<file path="src/core/rsf_pkg.sv">
// constants for the synthesizer frequency control block
package rsf_pkg;
  // register addresses
  localparam logic [6:0] ADDR_AFC_CTRL   = 7'h1e;
  localparam logic [6:0] ADDR_AFC_LIMIT  = 7'h2a;
  localparam logic [6:0] ADDR_AFC_CORR   = 7'h2b;
  localparam logic [6:0] ADDR_RATE_HIGH  = 7'h6e;
  localparam logic [6:0] ADDR_RATE_LOW   = 7'h6f;
  localparam logic [6:0] ADDR_RATE_CTRL  = 7'h70;
  localparam logic [6:0] ADDR_MOD_CTRL   = 7'h71;
  localparam logic [6:0] ADDR_DEV_LOW    = 7'h72;
  localparam logic [6:0] ADDR_OFF_LOW    = 7'h73;
  localparam logic [6:0] ADDR_OFF_HIGH   = 7'h74;
  localparam logic [6:0] ADDR_BAND       = 7'h75;
  localparam logic [6:0] ADDR_HOP_CH     = 7'h79;
  localparam logic [6:0] ADDR_HOP_STEP   = 7'h7a;
  // values after reset
  localparam logic [7:0] RST_AFC_CTRL    = 8'h01;
  localparam logic [7:0] RST_AFC_LIMIT   = 8'h00;
  localparam logic [7:0] RST_RATE_HIGH   = 8'h0a;
  localparam logic [7:0] RST_RATE_LOW    = 8'h3d;
  localparam logic [7:0] RST_RATE_CTRL   = 8'h00;
  localparam logic [7:0] RST_MOD_CTRL    = 8'h00;
  localparam logic [7:0] RST_DEV_LOW     = 8'h20;
  localparam logic [7:0] RST_OFF         = 8'h00;
  localparam logic [7:0] RST_BAND        = 8'h35;
  localparam logic [7:0] RST_HOP         = 8'h00;
  // field positions
  localparam int RATE_SCALE_BIT = 5;
  localparam int AFC_EN_BIT     = 6;
  localparam int GAIN_LSB       = 3;
  localparam int WAIT_LSB       = 0;
  localparam int DEV_MSB_BIT    = 2;
  localparam int HBAND_BIT      = 5;
  localparam logic [1:0] DTMOD_FIFO = 2'h2;
  localparam logic [1:0] MODTYP_NONE = 2'h0;
  // timing
  localparam int CLK_HZ        = 20_000_000;
  localparam int RATE_REF_HZ   = 1_000_000;
  localparam int REF_DIV       = CLK_HZ / RATE_REF_HZ;
  localparam int TUNE_TIME_US  = 5;
  localparam int TUNE_CYCLES   = TUNE_TIME_US * (CLK_HZ / 1_000_000);
  localparam int MEAS_BITS     = 2;
  localparam logic [7:0] AFC_CORR_MAX = 8'h7f;
  // synthesizer states
  typedef enum logic [1:0] {RSF_IDLE, RSF_TUNE, RSF_TX, RSF_RX} rsf_state_t;
endpackage

</file>
<file path="src/core/rsf_freq_ctrl.sv">
// synthesizer frequency, offset, afc and tx rate control
`timescale 1ns/1ps
`default_nettype none

// Summary of operation
// - hop channel or step written in tx/rx: retune, then return to tx/rx
// - tx fifo packet in flight: hop change waits until packet ends
// - peak deviation is nine-bit code times 625 hz in either band
// - deviation msb sits in modulation control, low eight bits in own register
// - ten-bit manual offset code is two's complement signed
// - separate afc and manual offset stores: afc in rx when enabled, manual offset otherwise
// - offsets shift the lo, not the nominal carrier word
// - offset span is +-160 khz high band, +-80 khz low band
// - afc correction frozen after preamble detect for the packet
// - multi-packet rx: afc reset at packet end and reacquires
// - afc pull-in bounded by limiter times band times 625 hz
// - gain shift: 000 full error, each step halves the feedback
// - afc cycle: measure two bits, correct, then settle
// - cycle-wait field sets settle length; 000 gives no correction
// - afc correction readable as eight-bit value
// - tx bit rate is rate word times 1 mhz over 2^(16+5*scale)
// - rate word drives tx timing only
// - band bit one selects high band; zero enables output divide by two
// - hop carrier offset is channel times step in 10 khz units
// - modulation type 00 gives an unmodulated carrier
module rsf_freq_ctrl (
  input  wire logic        clk,
  input  wire logic        rst,
  input  wire logic        ce,
  input  wire logic [6:0]  reg_addr,
  input  wire logic [7:0]  reg_wdata,
  input  wire logic        reg_wr,
  input  wire logic        reg_rd,
  output logic      [7:0]  reg_rdata,
  input  wire logic        tx_req,
  input  wire logic        rx_req,
  input  wire logic        tx_packet_busy,
  input  wire logic        multi_packet,
  input  wire logic        preamble_det,
  input  wire logic        packet_end,
  input  wire logic        rx_bit_tick,
  input  wire logic [7:0]  freq_err,
  output logic      [1:0]  synth_state,
  output logic      [15:0] hop_offset,
  output logic      [8:0]  deviation_code,
  output logic             fm_enable,
  output logic             band_high,
  output logic             lo_div2_en,
  output logic      [9:0]  offset_applied,
  output logic             tx_bit_tick
);

  // register storage
  logic [7:0] afc_ctrl;
  logic [7:0] afc_pull_limit;
  logic [7:0] rate_high;
  logic [7:0] rate_low;
  logic [7:0] rate_ctrl;
  logic [7:0] mod_ctrl;
  logic [7:0] dev_low;
  logic [7:0] off_low;
  logic [1:0] off_high;
  logic [7:0] band_sel;
  logic [7:0] hop_ch;
  logic [7:0] hop_step;

  // control state
  rsf_pkg::rsf_state_t state;
  logic [7:0]  tune_cnt;
  logic [7:0]  hop_ch_used;
  logic [7:0]  hop_step_used;
  logic        hop_pend;
  logic [4:0]  pre_cnt;
  logic        us_tick;
  logic [20:0] rate_acc;
  logic [7:0]  afc_corr;
  logic        afc_frozen;
  logic [4:0]  afc_bit;

  // decoded fields
  logic        hop_wr;
  logic        tx_fifo;
  logic        afc_en;
  logic [2:0]  gain_shift;
  logic [2:0]  cycle_wait;
  logic [4:0]  cycle_len;
  logic [7:0]  afc_lim;
  logic        enter_rx;

  assign hop_wr     = reg_wr && (reg_addr == rsf_pkg::ADDR_HOP_CH ||
                                 reg_addr == rsf_pkg::ADDR_HOP_STEP);
  assign tx_fifo    = mod_ctrl[5:4] == rsf_pkg::DTMOD_FIFO;
  assign afc_en     = afc_ctrl[rsf_pkg::AFC_EN_BIT];
  assign gain_shift = afc_ctrl[rsf_pkg::GAIN_LSB +: 3];
  assign cycle_wait = afc_ctrl[rsf_pkg::WAIT_LSB +: 3];
  assign cycle_len  = 5'(rsf_pkg::MEAS_BITS) + {1'b0, cycle_wait, 1'b0};
  assign afc_lim    = lim_of(afc_pull_limit);
  assign enter_rx   = state == rsf_pkg::RSF_TUNE && tune_cnt == 8'h00 && rx_req && !tx_req;

  // pull-in limit in correction steps: 625 hz is four 156.25 hz steps
  function automatic logic [7:0] lim_of(input logic [7:0] lim);
    logic [9:0] wide;
    wide = {lim, 2'b00};
    lim_of = (wide > 10'(rsf_pkg::AFC_CORR_MAX)) ? rsf_pkg::AFC_CORR_MAX : wide[7:0];
  endfunction

  // add shifted error to correction and clamp to +-limit
  function automatic logic [7:0] afc_step(input logic [7:0] cur, input logic [7:0] err,
                                          input logic [2:0] sh, input logic [7:0] lim);
    logic signed [9:0] sum;
    sum = 10'($signed(cur)) + 10'($signed(err) >>> sh);
    if (sum > $signed({2'b00, lim}))
      afc_step = lim;
    else if (sum < -$signed({2'b00, lim}))
      afc_step = 8'(-$signed({2'b00, lim}));
    else
      afc_step = sum[7:0];
  endfunction

  // register writes
  always_ff @(posedge clk or posedge rst) begin
    if (rst) begin
      afc_ctrl       <= rsf_pkg::RST_AFC_CTRL;
      afc_pull_limit <= rsf_pkg::RST_AFC_LIMIT;
      rate_high      <= rsf_pkg::RST_RATE_HIGH;
      rate_low       <= rsf_pkg::RST_RATE_LOW;
      rate_ctrl      <= rsf_pkg::RST_RATE_CTRL;
      mod_ctrl       <= rsf_pkg::RST_MOD_CTRL;
      dev_low        <= rsf_pkg::RST_DEV_LOW;
      off_low        <= rsf_pkg::RST_OFF;
      off_high       <= rsf_pkg::RST_OFF[1:0];
      band_sel       <= rsf_pkg::RST_BAND;
      hop_ch         <= rsf_pkg::RST_HOP;
      hop_step       <= rsf_pkg::RST_HOP;
    end else if (ce && reg_wr) begin
      unique case (reg_addr)
        rsf_pkg::ADDR_AFC_CTRL:  afc_ctrl       <= reg_wdata;
        rsf_pkg::ADDR_AFC_LIMIT: afc_pull_limit <= reg_wdata;
        rsf_pkg::ADDR_RATE_HIGH: rate_high      <= reg_wdata;
        rsf_pkg::ADDR_RATE_LOW:  rate_low       <= reg_wdata;
        rsf_pkg::ADDR_RATE_CTRL: rate_ctrl      <= reg_wdata;
        rsf_pkg::ADDR_MOD_CTRL:  mod_ctrl       <= reg_wdata;
        rsf_pkg::ADDR_DEV_LOW:   dev_low        <= reg_wdata;
        rsf_pkg::ADDR_OFF_LOW:   off_low        <= reg_wdata;
        rsf_pkg::ADDR_OFF_HIGH:  off_high       <= reg_wdata[1:0];
        rsf_pkg::ADDR_BAND:      band_sel       <= reg_wdata;
        rsf_pkg::ADDR_HOP_CH:    hop_ch         <= reg_wdata;
        rsf_pkg::ADDR_HOP_STEP:  hop_step       <= reg_wdata;
        default: ;
      endcase
    end
  end

  // registered read data, unmapped reads return zero
  always_ff @(posedge clk or posedge rst) begin
    if (rst) begin
      reg_rdata <= 8'h00;
    end else if (ce && reg_rd) begin
      unique case (reg_addr)
        rsf_pkg::ADDR_AFC_CTRL:  reg_rdata <= afc_ctrl;
        rsf_pkg::ADDR_AFC_LIMIT: reg_rdata <= afc_pull_limit;
        rsf_pkg::ADDR_AFC_CORR:  reg_rdata <= afc_corr;
        rsf_pkg::ADDR_RATE_HIGH: reg_rdata <= rate_high;
        rsf_pkg::ADDR_RATE_LOW:  reg_rdata <= rate_low;
        rsf_pkg::ADDR_RATE_CTRL: reg_rdata <= rate_ctrl;
        rsf_pkg::ADDR_MOD_CTRL:  reg_rdata <= mod_ctrl;
        rsf_pkg::ADDR_DEV_LOW:   reg_rdata <= dev_low;
        rsf_pkg::ADDR_OFF_LOW:   reg_rdata <= off_low;
        rsf_pkg::ADDR_OFF_HIGH:  reg_rdata <= {6'h00, off_high};
        rsf_pkg::ADDR_BAND:      reg_rdata <= band_sel;
        rsf_pkg::ADDR_HOP_CH:    reg_rdata <= hop_ch;
        rsf_pkg::ADDR_HOP_STEP:  reg_rdata <= hop_step;
        default:                 reg_rdata <= 8'h00;
      endcase
    end
  end

  // synthesizer state: tune, tx, rx, with automatic retune on hop writes
  always_ff @(posedge clk or posedge rst) begin
    if (rst) begin
      state    <= rsf_pkg::RSF_IDLE;
      tune_cnt <= 8'h00;
    end else if (ce) begin
      unique case (state)
        rsf_pkg::RSF_IDLE: begin
          if (tx_req || rx_req) begin
            state    <= rsf_pkg::RSF_TUNE;
            tune_cnt <= 8'(rsf_pkg::TUNE_CYCLES - 1);
          end
        end
        rsf_pkg::RSF_TUNE: begin
          if (tune_cnt != 8'h00)
            tune_cnt <= tune_cnt - 8'h01;
          else if (tx_req)
            state <= rsf_pkg::RSF_TX;
          else if (rx_req)
            state <= rsf_pkg::RSF_RX;
          else
            state <= rsf_pkg::RSF_IDLE;
        end
        rsf_pkg::RSF_TX: begin
          if (!tx_req) begin
            state <= rsf_pkg::RSF_IDLE;
          end else if ((hop_wr || hop_pend) && !(tx_fifo && tx_packet_busy)) begin
            state    <= rsf_pkg::RSF_TUNE;
            tune_cnt <= 8'(rsf_pkg::TUNE_CYCLES - 1);
          end
        end
        rsf_pkg::RSF_RX: begin
          if (!rx_req) begin
            state <= rsf_pkg::RSF_IDLE;
          end else if (hop_wr) begin
            state    <= rsf_pkg::RSF_TUNE;
            tune_cnt <= 8'(rsf_pkg::TUNE_CYCLES - 1);
          end
        end
      endcase
    end
  end

  // deferred hop request while a fifo packet is on air; a new write wins
  always_ff @(posedge clk or posedge rst) begin
    if (rst)
      hop_pend <= 1'b0;
    else if (ce) begin
      if (state == rsf_pkg::RSF_TX && hop_wr && tx_fifo && tx_packet_busy)
        hop_pend <= 1'b1;
      else if (state != rsf_pkg::RSF_TX || !tx_packet_busy || !tx_fifo)
        hop_pend <= hop_pend && state == rsf_pkg::RSF_TX && tx_req &&
                    tx_fifo && tx_packet_busy;
    end
  end

  // hop settings are taken into the synthesizer only while tuning
  always_ff @(posedge clk or posedge rst) begin
    if (rst) begin
      hop_ch_used   <= rsf_pkg::RST_HOP;
      hop_step_used <= rsf_pkg::RST_HOP;
    end else if (ce && state == rsf_pkg::RSF_TUNE) begin
      hop_ch_used   <= hop_ch;
      hop_step_used <= hop_step;
    end
  end

  // frequency words toward the synthesizer
  always_ff @(posedge clk or posedge rst) begin
    if (rst) begin
      hop_offset     <= 16'h0000;
      deviation_code <= 9'h000;
      fm_enable      <= 1'b0;
      band_high      <= 1'b0;
      lo_div2_en     <= 1'b1;
      synth_state    <= 2'h0;
    end else if (ce) begin
      hop_offset     <= hop_ch_used * hop_step_used;
      deviation_code <= {mod_ctrl[rsf_pkg::DEV_MSB_BIT], dev_low};
      fm_enable      <= mod_ctrl[1:0] != rsf_pkg::MODTYP_NONE;
      band_high      <= band_sel[rsf_pkg::HBAND_BIT];
      lo_div2_en     <= !band_sel[rsf_pkg::HBAND_BIT];
      synth_state    <= state;
    end
  end

  // lo shift from the afc correction or the manual offset register, kept apart from the carrier word
  always_ff @(posedge clk or posedge rst) begin
    if (rst)
      offset_applied <= 10'h000;
    else if (ce) begin
      if (state == rsf_pkg::RSF_RX && afc_en)
        offset_applied <= {{2{afc_corr[7]}}, afc_corr};
      else
        offset_applied <= {off_high, off_low};
    end
  end

  // 1 mhz reference tick from the system clock
  always_ff @(posedge clk or posedge rst) begin
    if (rst) begin
      pre_cnt <= 5'h00;
      us_tick <= 1'b0;
    end else if (ce) begin
      us_tick <= pre_cnt == 5'(rsf_pkg::REF_DIV - 1);
      if (pre_cnt == 5'(rsf_pkg::REF_DIV - 1))
        pre_cnt <= 5'h00;
      else
        pre_cnt <= pre_cnt + 5'h01;
    end
  end

  // tx rate accumulator, carry out at bit 16 or bit 21 by the scale bit
  always_ff @(posedge clk or posedge rst) begin
    if (rst) begin
      rate_acc    <= 21'h000000;
      tx_bit_tick <= 1'b0;
    end else if (ce) begin
      tx_bit_tick <= 1'b0;
      if (state != rsf_pkg::RSF_TX) begin
        rate_acc <= 21'h000000;
      end else if (us_tick) begin
        if (rate_ctrl[rsf_pkg::RATE_SCALE_BIT]) begin
          {tx_bit_tick, rate_acc} <= {1'b0, rate_acc} + {6'h00, rate_high, rate_low};
        end else begin
          {tx_bit_tick, rate_acc[15:0]} <= {1'b0, rate_acc[15:0]} +
                                           {1'b0, rate_high, rate_low};
          rate_acc[20:16] <= 5'h00;
        end
      end
    end
  end

  // preamble freeze, released at packet end or when leaving rx; a detect wins over packet end
  always_ff @(posedge clk or posedge rst) begin
    if (rst)
      afc_frozen <= 1'b0;
    else if (ce) begin
      if (state != rsf_pkg::RSF_RX)
        afc_frozen <= 1'b0;
      else if (preamble_det)
        afc_frozen <= 1'b1;
      else if (packet_end)
        afc_frozen <= 1'b0;
    end
  end

  // afc cycle: two measuring bits, correct, then settling bits
  always_ff @(posedge clk or posedge rst) begin
    if (rst) begin
      afc_bit  <= 5'h00;
      afc_corr <= 8'h00;
    end else if (ce) begin
      if (enter_rx || (state == rsf_pkg::RSF_RX && packet_end && multi_packet)) begin
        afc_bit  <= 5'h00;
        afc_corr <= 8'h00;
      end else if (state == rsf_pkg::RSF_RX && afc_en && !afc_frozen &&
                   cycle_wait != 3'h0 && rx_bit_tick) begin
        if (afc_bit == 5'(rsf_pkg::MEAS_BITS - 1))
          afc_corr <= afc_step(afc_corr, freq_err, gain_shift, afc_lim);
        if (afc_bit == cycle_len - 5'h01)
          afc_bit <= 5'h00;
        else
          afc_bit <= afc_bit + 5'h01;
      end
    end
  end
endmodule

`default_nettype wire

</file>
<file path="config.mk">
export PLATFORM = sky130hd
export DESIGN_NAME = rsf_freq_ctrl
export DESIGN_NICKNAME = d
export VERILOG_FILES = /design/src/core/rsf_pkg.sv /design/src/core/rsf_freq_ctrl.sv
export SDC_FILE = /design/constraint.sdc
export NUM_CORES = 1
export LEC_CHECK = 0
export BUFFER_PORTS_ARGS = -buffer_cell sky130_fd_sc_hd__buf_2
export CAP_MARGIN = 20
export CORE_MARGIN = 2
export CORE_UTILIZATION = 48
export CTS_BUF_LIST = sky130_fd_sc_hd__clkbuf_8
export CTS_CLUSTER_SIZE = 30
export DETAILED_ROUTE_END_ITERATION = 8
export HOLD_SLACK_MARGIN = 0.12
export PLACE_DENSITY_LB_ADDON = 0.1
export SYNTH_ARGS = -nofsm -noshare
export SYNTH_HDL_FRONTEND = slang
export SYNTH_SLANG_ARGS = --single-unit
</file>
<file path="constraint.sdc">
create_clock -name clk -period 8.15 [get_ports clk]
set_input_delay 0.815 -clock clk [delete_from_list [all_inputs] [get_ports clk]]
set_output_delay 0.815 -clock clk [all_outputs]
set_load 0.03 [all_outputs]
</file>
==> impl_metrics.env <==
export IMPL_status="finished, final reports clean"
export IMPL_ctsResizeCount=0
export IMPL_critPathTopFamily="compound AO/OA/AOI/OAI gates"
export IMPL_combPwrFrac=0.190
export IMPL_port_buffers=83
export IMPL_cts_tree="built"
export IMPL_root_buffer="clkbuf_8"
export IMPL_reg2reg_depth=17
export IMPL_holdCritPathClass="primary input to async pin"
export IMPL_wl_per_cell_um=18.8
export IMPL_cp_max_fo=10
export IMPL_worstPathArrival_ps=5190
export IMPL_crit_chain="mux2_2 -> o21ai_0 -> o21a_1 -> inv_1 -> ha_1 -> a211o_1 -> a211o_2 -> nand2_1 -> a21boi_0 -> nor2_1 -> xnor2_1 -> ha_1 -> a21oi_1 -> a32oi_2 -> o41ai_4 -> mux2_4 -> o211ai_1"
export IMPL_gp_congestion=0.853
export IMPL_critPathRequiredTime_ps=8610
export IMPL_gr_total_overflow=0
export IMPL_n_fill_cell=2421
export IMPL_busiest_layer="met2"
export IMPL_worst_path_stages=17
export IMPL_ys_warn_count=0
export IMPL_final_cell_area_um2=14600
export IMPL_cts_made_buffers=38
export IMPL_initial_core_util=0.488
export IMPL_worst_path_most_repeated_cell="ha_1"
export IMPL_grtUsageMet3=0.0340
export IMPL_area_delta_synth_final_pct=11.3
export IMPL_hpwlAfterDp_um=23700
export IMPL_ys_types=78
export IMPL_antenna_found_initial=0
export IMPL_pwr_share_seq=0.452
export IMPL_max_stage_delay_ps=700
export IMPL_cts_buffer_depth=3
export IMPL_place_area_um2=13900
export IMPL_synth_fp_nets=1406
export IMPL_power_switching_mw=0.868
export IMPL_p_leak_nw=7.27
export IMPL_grt_util_met1=0.316
export IMPL_die_area_um2=28700
export IMPL_grt_util_all_layers=0.230
export IMPL_hold_viol=0
export IMPL_cts_sinks=207
export IMPL_grt_max_degree=137
export IMPL_drt_initial_drc_count=631
export IMPL_final_max_slew_viol_count=0
export IMPL_synth_seq_cells=207
export IMPL_antenna_cells=0
export IMPL_clkPwrFrac=0.358
export IMPL_worstSetupStartpointType="flip-flop"
export IMPL_drc=0
export IMPL_setup_viol=0
export IMPL_max_freq_ghz=0.211
export IMPL_p_int_mw=1.85
export IMPL_cpMaxStageDelayCell="o41ai_4"
export IMPL_crit_buf_inv=1
export IMPL_coreArea_um2=27000
export IMPL_route_final_wire_length_um=32200
export IMPL_vdd_drop_max_mv=0.0968
export IMPL_syn_inst=1254
export IMPL_rrSetupSlack_ps=3420
export IMPL_nets=1499
export IMPL_antenna_left=0
export IMPL_fin_skew_ps=38.4
export IMPL_instances_no_fill=1717
export IMPL_ys_seq_area_frac=0.396
export IMPL_clk_latency_ps=550
export IMPL_fin_crit_ps=4730
export IMPL_netSwitchingFraction=0.319
export IMPL_viasPerCell=5.71
export IMPL_post_cts_buffers=0
export IMPL_synth_edf_count=0
export IMPL_grt_pass1_wl_um=52000
export IMPL_grt_pass1_vias=9513
export IMPL_syn_area_um2=13100
export IMPL_rsz0062_at_grt="false"
export IMPL_hold_buffers=0
export IMPL_drive_gt1_frac=0.242
export IMPL_vias=9803
export IMPL_fin_tns_setup_ps=0
export IMPL_cellPowerDensity_nw_per_um2=186
export IMPL_avgSynthCellArea_um2=10.5
export IMPL_met2_usage=0.376
export IMPL_path_clk_slew_ps=60
export IMPL_tightestPinTransition_ps=1090
export IMPL_fp_row_count=60
export IMPL_finalCritPeriodShare=0.580
export IMPL_path_class="flip-flop to flip-flop"
export IMPL_pin_count=84
export IMPL_drtPass1Iterations=6
export IMPL_cts_htree_levels=2
export IMPL_max_slew_margin_rel=0.268
export IMPL_die_w_um=169
export IMPL_fp_dieH_um=169
export IMPL_async_flop_share=1.00
export IMPL_finalCoreUtilization=0.543
export IMPL_max_cap_violations=0
export IMPL_synth_flop_cell="dfrtp_1"
export IMPL_dp_cells=1646
export IMPL_endpoint_kind="flip-flop"
==> flip-flops by register name, indices dropped and copies added (netlist names), 9 cells and up <==
name            cells
hop_offset         16
rate_acc           21
offset_applied     10
deviation_code      9
==> power by group through the flow <==
stage | logic [mW] | clock network (mW) | registers, mW
after detailed placement | 0.519 | 0 | 1.25
after floorplan | 0.379 | 0 | 1.23
final | 0.517 | 0.975 | 1.23
after CTS | 0.521 | 1.00 | 1.23
after global placement | 0.509 | 0 | 1.24
after global routing | 0.581 | 1.06 | 1.25
==> cell usage after synthesis (12+ instances only) <==
cell type / instances / share of area
nor3_1: 28 / 0.011
fa_1: 38 / 0.058
inv_1: 98 / 0.028
a21oi_1: 57 / 0.022
xnor2_1: 22 / 0.015
clkbuf_1: 21 / 0.0060
and2_1: 53 / 0.025
a21o_1: 12 / 0.0069
nor2_1: 71 / 0.020
dfrtp_1: 193 / 0.37
nand2b_1: 13 / 0.0062
dfstp_2: 14 / 0.028
nand2_1: 99 / 0.028
mux2_2: 138 / 0.12
mux2i_1: 19 / 0.014
a22oi_1: 19 / 0.011
ha_1: 79 / 0.075
nand3_1: 23 / 0.0088
nor2b_1: 12 / 0.0057
o21ai_0: 63 / 0.024
==> placed cells by master, fill, tap and decap left out, types with 47 or more instances in the layout <==
master	instances
inv_1	110
mux2_2	138
nor2_1	71
and2_1	53
nand2_1	99
clkbuf_8	47
ha_1	79
buf_2	87
a21oi_1	57
dfrtp_1	193
o21ai_0	62
==> path summary, 6_finish.rpt <==
check,startpoint,to
max reg2reg,afc_ctrl[3],afc_corr[2]
max in group asynchronous,rst,afc_ctrl[4]
min,rst,fm_enable
max,afc_ctrl[3],afc_corr[2]
min reg2reg,lo_div2_en,lo_div2_en
min in group clk,lo_div2_en,lo_div2_en
==> cell type report <==
class | count | area (um^2) | share of cell area
multi-input cells | 910 | 7400 | 0.506
flip-flops and latches | 207 | 5200 | 0.355
clock buffers | 47 | 647 | 0.0442
repair buffers | 91 | 465 | 0.0318
well taps | 341 | 427 | 0.0292
inverters | 99 | 379 | 0.0259
clock inverters | 22 | 104 | 0.00710
==> kinds of logic (layout without fill, tap and decap cells) <==
family / Yosys count / count (layout) / share of synthesized area
AO/OA/AOI/OAI: 248 / 248 / 0.126
XOR/XNOR: 32 / 32 / 0.0213
adder cells (fa/ha/maj): 117 / 117 / 0.133
buffers and inverters: 137 / 259 / 0.0409
flip-flops: 207 / 207 / 0.396
multiplexers: 167 / 167 / 0.149
other: 1 / 1 / 0.000285
AND/OR/NAND/NOR: 345 / 345 / 0.133
==> metal layers <==
layer  part of all wire  vias up
li1                   -     4667
met1               0.46     4833
met2               0.47      240
met3              0.043       63
met4              0.027        0
met5                  0        -
==> stage by stage <==
stage               setup slack [ps]  total power [mW]  hold slack (ps)
global placement                3230              1.75              454
detailed placement              3150              1.76              456
finish                          3420              2.72              460
CTS                             3410              2.75              464
global route                    3130              2.88              482
floorplan                       1710              1.61              447
==> worst reg2reg max path: cells and delay by family, from the launching register on <==
kind	cells	cell delay, ps
muxes	2	740
AOI/OAI and AO/OA	9	2260
DFF	1	620
xor gates and xnor gates	1	200
and+or+nand+nor	2	180
adders and majority gates	2	610
buffers and inverters	1	50
Power figures use the tool's default switching activity.
